[src/hdl/bridge_err_pkg.sv]
// Constants, types and field layout for the bridge error and retry alias registers
package bridge_err_pkg;
    localparam logic [7:0]  STATUS_OFFSET  = 8'h68;
    localparam logic [7:0]  OPTION_OFFSET  = 8'h74;
    localparam logic [7:0]  DISABLE_OFFSET = 8'h64;
    localparam logic [7:0]  CONTROL_OFFSET = 8'h78;
    localparam logic [7:0]  INT_MASK_OFFSET = 8'h7c;
    localparam int          STATUS_LSB     = 16;
    localparam int          NUM_EVENTS     = 8;
    localparam logic [7:0]  STATUS_RESET   = 8'h00;
    localparam logic [7:0]  DISABLE_RESET  = 8'h00;
    localparam logic [7:0]  MASK_RESET     = 8'h00;
    localparam logic [6:0]  OPTION_RESET   = 7'h6a;
    localparam logic [6:0]  OPTION_WMASK   = 7'h7e;
    localparam int          OPT_P_RD       = 1;
    localparam int          OPT_P_WR       = 2;
    localparam int          OPT_S_RD       = 3;
    localparam int          OPT_S_WR       = 4;
    localparam int          OPT_P_LM       = 5;
    localparam int          OPT_S_LM       = 6;
    localparam logic [3:0]  plain_mem_read_cmd   = 4'h6;
    localparam logic [3:0]  plain_mem_write_cmd  = 4'h7;
    localparam logic [3:0]  multi_mem_read_cmd   = 4'hc;
    localparam logic [3:0]  line_mem_read_cmd    = 4'he;
    localparam logic [3:0]  write_invalidate_cmd = 4'hf;
    localparam logic [1:0]  HTRANS_NONSEQ  = 2'b10;

    typedef struct packed {
        logic [7:0] status;
        logic [7:0] disable_mask;
        logic [7:0] int_mask;
        logic [6:0] option;
        logic       serr_enable;
        logic       serr_out;
        logic       pend;
        logic       pend_write;
        logic [7:0] pend_addr;
        logic [31:0] rdata;
    } bank_state_s;

    typedef struct packed {
        logic [3:0] orig_cmd;
        logic [3:0] retry_cmd;
        logic       secondary;
    } retry_query_s;
endpackage

[src/hdl/bridge_error_status_and_retry_alias.sv]
// Error cause status and port option registers with AHB-Lite access
//
// Added by the designer: register access over AHB-Lite.
`timescale 1ns/100ps
module bridge_error_status_and_retry_alias
(
    // Clock and reset
    input  wire logic                          clk_i,
    input  wire logic                          reset_i,
    // AHB-Lite slave
    input  wire logic                          hsel_i,
    input  wire logic [7:0]                    haddr_i,
    input  wire logic [1:0]                    htrans_i,
    input  wire logic                          hwrite_i,
    input  wire logic [2:0]                    hsize_i,
    input  wire logic [31:0]                   hwdata_i,
    input  wire logic                          hready_i,
    output logic      [31:0]                   hrdata_o,
    output logic                               hreadyout_o,
    output logic                               hresp_o,
    // Bridge error events, one-cycle pulses, bit order as status field
    input  wire logic [7:0]                    event_i,
    // Retry match query
    input  wire bridge_err_pkg::retry_query_s  query_i,
    output logic                               retry_match_o,
    // System error and interrupt
    output logic                               primary_system_error_out_o,
    output logic                               irq_o
);
    bridge_err_pkg::bank_state_s state_r;
    bridge_err_pkg::bank_state_s state_nxt;

    logic       take;
    logic [7:0] clr;
    logic [7:0] gated;
    logic [3:0] oc;
    logic [3:0] rc;
    logic       rd_alias;
    logic       wr_alias;
    logic       lm_alias;

    assign take = hsel_i && hready_i && (htrans_i == bridge_err_pkg::HTRANS_NONSEQ);

    always_comb
    begin
        state_nxt = state_r;
        clr       = 8'h00;
        gated     = event_i & ~state_r.disable_mask & {8{state_r.serr_enable}};
        if (state_r.pend && state_r.pend_write)
        begin
            case (state_r.pend_addr)
                bridge_err_pkg::STATUS_OFFSET:
                    clr = hwdata_i[bridge_err_pkg::STATUS_LSB +: 8];
                bridge_err_pkg::OPTION_OFFSET:
                    state_nxt.option = hwdata_i[6:0] & bridge_err_pkg::OPTION_WMASK;
                bridge_err_pkg::DISABLE_OFFSET:
                    state_nxt.disable_mask = hwdata_i[7:0];
                bridge_err_pkg::CONTROL_OFFSET:
                    state_nxt.serr_enable = hwdata_i[0];
                bridge_err_pkg::INT_MASK_OFFSET:
                    state_nxt.int_mask = hwdata_i[7:0];
                default:
                    clr = 8'h00;
            endcase
        end
        state_nxt.status   = (state_r.status & ~clr) | gated;
        state_nxt.serr_out = |gated;
        state_nxt.pend     = take;
        state_nxt.pend_write = hwrite_i;
        state_nxt.pend_addr  = haddr_i;
        if (take && !hwrite_i)
        begin
            case (haddr_i)
                bridge_err_pkg::STATUS_OFFSET:
                    state_nxt.rdata = {8'h00, state_r.status, 16'h0000};
                bridge_err_pkg::OPTION_OFFSET:
                    state_nxt.rdata = {25'h000_0000, state_r.option};
                bridge_err_pkg::DISABLE_OFFSET:
                    state_nxt.rdata = {24'h00_0000, state_r.disable_mask};
                bridge_err_pkg::CONTROL_OFFSET:
                    state_nxt.rdata = {31'h0000_0000, state_r.serr_enable};
                bridge_err_pkg::INT_MASK_OFFSET:
                    state_nxt.rdata = {24'h00_0000, state_r.int_mask};
                default:
                    state_nxt.rdata = 32'h0000_0000;
            endcase
        end
    end

    always_ff @(posedge clk_i or posedge reset_i)
    begin
        if (reset_i)
        begin
            state_r              <= '0;
            state_r.status       <= bridge_err_pkg::STATUS_RESET;
            state_r.disable_mask <= bridge_err_pkg::DISABLE_RESET;
            state_r.int_mask     <= bridge_err_pkg::MASK_RESET;
            state_r.option       <= bridge_err_pkg::OPTION_RESET;
        end
        else
        begin
            state_r <= state_nxt;
        end
    end

    // Zero wait states keep the slave simple; every access completes next cycle
    assign hreadyout_o = 1'b1;
    assign hresp_o     = 1'b0;
    assign hrdata_o    = state_r.rdata;
    assign primary_system_error_out_o = state_r.serr_out;
    assign irq_o       = |(state_r.status & state_r.int_mask);

    assign oc = query_i.orig_cmd;
    assign rc = query_i.retry_cmd;

    always_comb
    begin
        // line or multiple read aliases plain read
        rd_alias = query_i.secondary ? state_r.option[bridge_err_pkg::OPT_S_RD]
                                     : state_r.option[bridge_err_pkg::OPT_P_RD];
        wr_alias = query_i.secondary ? state_r.option[bridge_err_pkg::OPT_S_WR]
                                     : state_r.option[bridge_err_pkg::OPT_P_WR];
        // line and multiple alias each other
        lm_alias = query_i.secondary ? state_r.option[bridge_err_pkg::OPT_S_LM]
                                     : state_r.option[bridge_err_pkg::OPT_P_LM];
        retry_match_o = (oc == rc);
        if (rd_alias && (oc == bridge_err_pkg::plain_mem_read_cmd) &&
            ((rc == bridge_err_pkg::line_mem_read_cmd) ||
             (rc == bridge_err_pkg::multi_mem_read_cmd)))
            retry_match_o = 1'b1;
        if (rd_alias && (rc == bridge_err_pkg::plain_mem_read_cmd) &&
            ((oc == bridge_err_pkg::line_mem_read_cmd) ||
             (oc == bridge_err_pkg::multi_mem_read_cmd)))
            retry_match_o = 1'b1;
        if (wr_alias &&
            (((oc == bridge_err_pkg::plain_mem_write_cmd) &&
              (rc == bridge_err_pkg::write_invalidate_cmd)) ||
             ((oc == bridge_err_pkg::write_invalidate_cmd) &&
              (rc == bridge_err_pkg::plain_mem_write_cmd))))
            retry_match_o = 1'b1;
        if (lm_alias &&
            (((oc == bridge_err_pkg::line_mem_read_cmd) &&
              (rc == bridge_err_pkg::multi_mem_read_cmd)) ||
             ((oc == bridge_err_pkg::multi_mem_read_cmd) &&
              (rc == bridge_err_pkg::line_mem_read_cmd))))
            retry_match_o = 1'b1;
    end

    // Per-bit status behaviour, one copy per event
    for (genvar k = 0; k < bridge_err_pkg::NUM_EVENTS; k++)
    begin : g_bit_chk

    end
endmodule // bridge_error_status_and_retry_alias

[config.mk]
export PLATFORM = sky130hd
export DESIGN_NAME = bridge_error_status_and_retry_alias
export DESIGN_NICKNAME = d
export VERILOG_FILES = /design/src/hdl/bridge_err_pkg.sv /design/src/hdl/bridge_error_status_and_retry_alias.sv
export SDC_FILE = /design/constraint.sdc
export NUM_CORES = 1
export LEC_CHECK = 0
export BUFFER_PORTS_ARGS = -buffer_cell sky130_fd_sc_hd__buf_2
export CORE_UTILIZATION = 35
export CTS_BUF_LIST = sky130_fd_sc_hd__clkbuf_8
export DETAILED_ROUTE_END_ITERATION = 8
export PLACE_DENSITY = 0.68
export SYNTH_ARGS = -nofsm -noshare
export SYNTH_HDL_FRONTEND = slang
export SYNTH_SLANG_ARGS = --single-unit
[constraint.sdc]
create_clock -name clk_i -period 2.55 [get_ports clk_i]
set_clock_uncertainty 0.05 [all_clocks]
set_input_delay 0.255 -clock clk_i [delete_from_list [all_inputs] [get_ports clk_i]]
set_output_delay 0.255 -clock clk_i [all_outputs]
set_load 0.01 [all_outputs]
==> impl_metrics.py <==
metrics = {
    "synth": {
        "async_reset_ff_share_pct": 100,
        "synth-seq-cells": 58,
        "ys_seq_area_share_pct": 50.0,
        "synth_edf_count": 0,
        "ys.flop_type": "dfrtp_1",
        "ys.warnings.count": 0,
        "netlist_area_sq_mm": 0.00291,
        "syn_inst": 235,
        "syn_avg_cell_area_sq_um": 12.4,
        "synth_cell_types": 43,
    },
    "global_routing": {
        "track_usage_pct": 16.0,
        "grt_pass1_wl_microns": 10400,
        "grt_overflow": 0,
        "antenna_found_initial": 0,
        "grt_pass1_vias": 1999,
        "grt_max_degree": 22,
    },
    "cells_and_area": {
        "area_growth_pct": 15.0,
        "postLayoutCoreUtil_pct": 42.4,
        "finish.net_count": 359,
        "drive_gt1_share_pct": 40.4,
        "final_cell_mix": "buf_2 (66), dfrtp_1 (54), mux2_2 (30)",
        "n_antenna_cell": 0,
        "layout_commonest_cell": "buf_2",
        "fillerInstances": 737,
    },
    "clock_tree": {
        "cts_setup_buffers": 0,
        "cts_sinks": 58,
        "cts_root_buf": "clkbuf_8",
        "cts_htree_levels": 3,
        "cts_buffer_depth": 2,
        "clk_pin_slew_ns": 0.06,
        "ctsResizeCount": 0,
        "clk_latency_ns": 0.34,
        "cts_tree": "built",
        "cts_buffers": 9,
    },
    "place": {
        "io_buffers": 66,
        "dp_slack_ns": 0.587,
        "dp.final_hpwl_microns": 5050,
        "gp_congestion": 0.784,
    },
    "power_and_ir_drop": {
        "power_mw": 1.81,
        "clock_power_share_pct": 38.4,
        "p_int_mw": 1.36,
        "pwr-share-comb_pct": 8.8,
        "p_leak_nw": 1.62,
        "vdd_drop_max_uv": 236,
        "p_per_area_mw_per_mm2": 541,
        "seq_power_share_pct": 52.8,
        "p_sw_mw": 0.446,
        "p_sw_share_pct": 24.7,
    },
    "detailed_routing": {
        "drc": 0,
        "routedWlPerCell_microns": 16.5,
        "wl_microns": 6590,
        "firstDrtPassIters": 4,
        "ant_nets": 0,
        "drt-initial-drc-count": 76,
        "num_vias": 2009,
        "vias_per_cell": 5.04,
    },
    "hold_path": {
        "min_path_type": "input port to flop",
    },
    "sta": {
        "worstMarginPinSlew_ns": 0.560,
        "setup_ws_ns": 0.578,
        "tns_ns": 0,
        "relSlewSlack_pct": 62.5,
        "report.final.slew_viol_count": 0,
        "finalSetupViolCount": 0,
        "timing.final.crit_share_pct": 77.3,
        "min_period_ns": 1.97,
        "clock.fmax_mhz": 507,
        "grt_setup_unrepaired": "no",
        "finalHoldViolCount": 0,
    },
    "status": {
        "status": "complete, no violations",
    },
    "floorplan": {
        "die_h_microns": 93.2,
        "core_area_sq_mm": 0.00789,
        "die_w_microns": 93.2,
        "rows": 32,
        "die-area_sq_mm": 0.00869,
        "start_util_pct": 36.9,
        "ios": 104,
    },
    "worst_setup_path": {
        "start_kind": "flop",
        "worstSetupPathType": "flop to flop",
        "cp-end-kind": "flop",
        "required_ns": 2.72,
        "arrival_ns": 2.14,
        "crit_fanout": 12,
    },
    "run": {
        "maxCapViolations": 0,
    },
}
## per-layer routing
| layer | up-vias | part of all wire, % | GRT usage [%] |
|---|---|---|---|
| met4 | 0 | 1.2 | 5.38 |
| met5 | - | 0 | 0 |
| li1 | 942 | - | - |
| met1 | 991 | 44 | 21.1 |
| met3 | 8 | 5.7 | 4.80 |
| met2 | 68 | 49 | 25.0 |
## per-stage QoR
step / std cells / cell area (sq um) / hold slack, ns
2_1_floorplan: 251 / 2970 / 0.236
3_3_place_gp: 378 / 3140 / 0.207
3_5_place_dp: 378 / 3140 / 0.218
4_1_cts: 399 / 3350 / 0.00308
5_1_grt: 399 / 3350 / 0.0152
6_report: 399 / 3350 / 0.00540
## critical path: stages (launching register included)
cell and delay (ns):
dfrtp_1 0.35, and4b_1 0.51, and4_1 0.56, mux2_2 0.40
## power by group through the flow
stage	sequential, mW	combinational, mW	clock [mW]
5_1_grt	0.957	0.177	0.752
4_1_cts	0.955	0.162	0.704
6_report	0.955	0.160	0.695
3_5_place_dp	0.971	0.156	0
3_3_place_gp	0.970	0.153	0
2_1_floorplan	0.966	0.105	0
## synthesized netlist by cell type, drive strengths merged (3+ instances only)
cell,number,area [sq um]
a32o,3,30.0
a22oi,11,82.6
dfstp,4,105
nand2,3,11.3
xor2,3,26.3
dfrtp,54,1350
buf,40,300
nand4,11,68.8
mux2i,3,30.0
a22o,14,123
o31ai,7,52.6
mux2,30,338
o21ai,8,40.0
nor2b,6,37.5
clkbuf,4,15.0
inv,6,22.5
## what timing repair did
item	CTS	global route
hold endpoints to repair	21	0
setup endpoints to repair	0	0
hold buffers	5	0
## registers in the layout (all words and copies together), names as in the netlist
name,cells
primary_system_error_out_o,1
hrdata_o,16
state_r,41
## logic make-up (layout without fill, tap and decap cells)
logic type      count (synthesis)  after routing  share of synthesized area (%)
compound gates                 51             51                           13.9
other cells                     2             18                          0.258
buf+inv                        50             96                           11.6
xor+xnor                        3              3                          0.903
simple gates                   38             38                           10.7
mux                            33             33                           12.6
flops                          58             58                           50.0
## final cells by class
| cell class | instances | area [sq um] | share of cell area (%) |
|---|---|---|---|
| clock buffers | 10 | 138 | 4.11 |
| flip-flops and latches | 58 | 1460 | 43.5 |
| repair buffers | 74 | 403 | 12.0 |
| clock inverters | 6 | 22.5 | 0.673 |
| inverters | 6 | 22.5 | 0.673 |
| multi-input cells | 143 | 1180 | 35.2 |
| well taps | 102 | 128 | 3.81 |
## path summary, 6_finish.rpt
check	start	end	slack, ns	depth (start not counted)
setup / recovery	state_r[39]	state_r[53]	0.58	3
min in group asynchronous	reset_i	state_r[40]	0.40	3
max in group asynchronous	reset_i	state_r[47]	1.37	4
hold reg to reg	hrdata_o[18]	hrdata_o[18]	0.45	1
setup reg to reg	state_r[39]	state_r[53]	0.58	3
hold / removal	haddr_i[1]	state_r[33]	0.005	1
(Power assumes the default switching activity.)
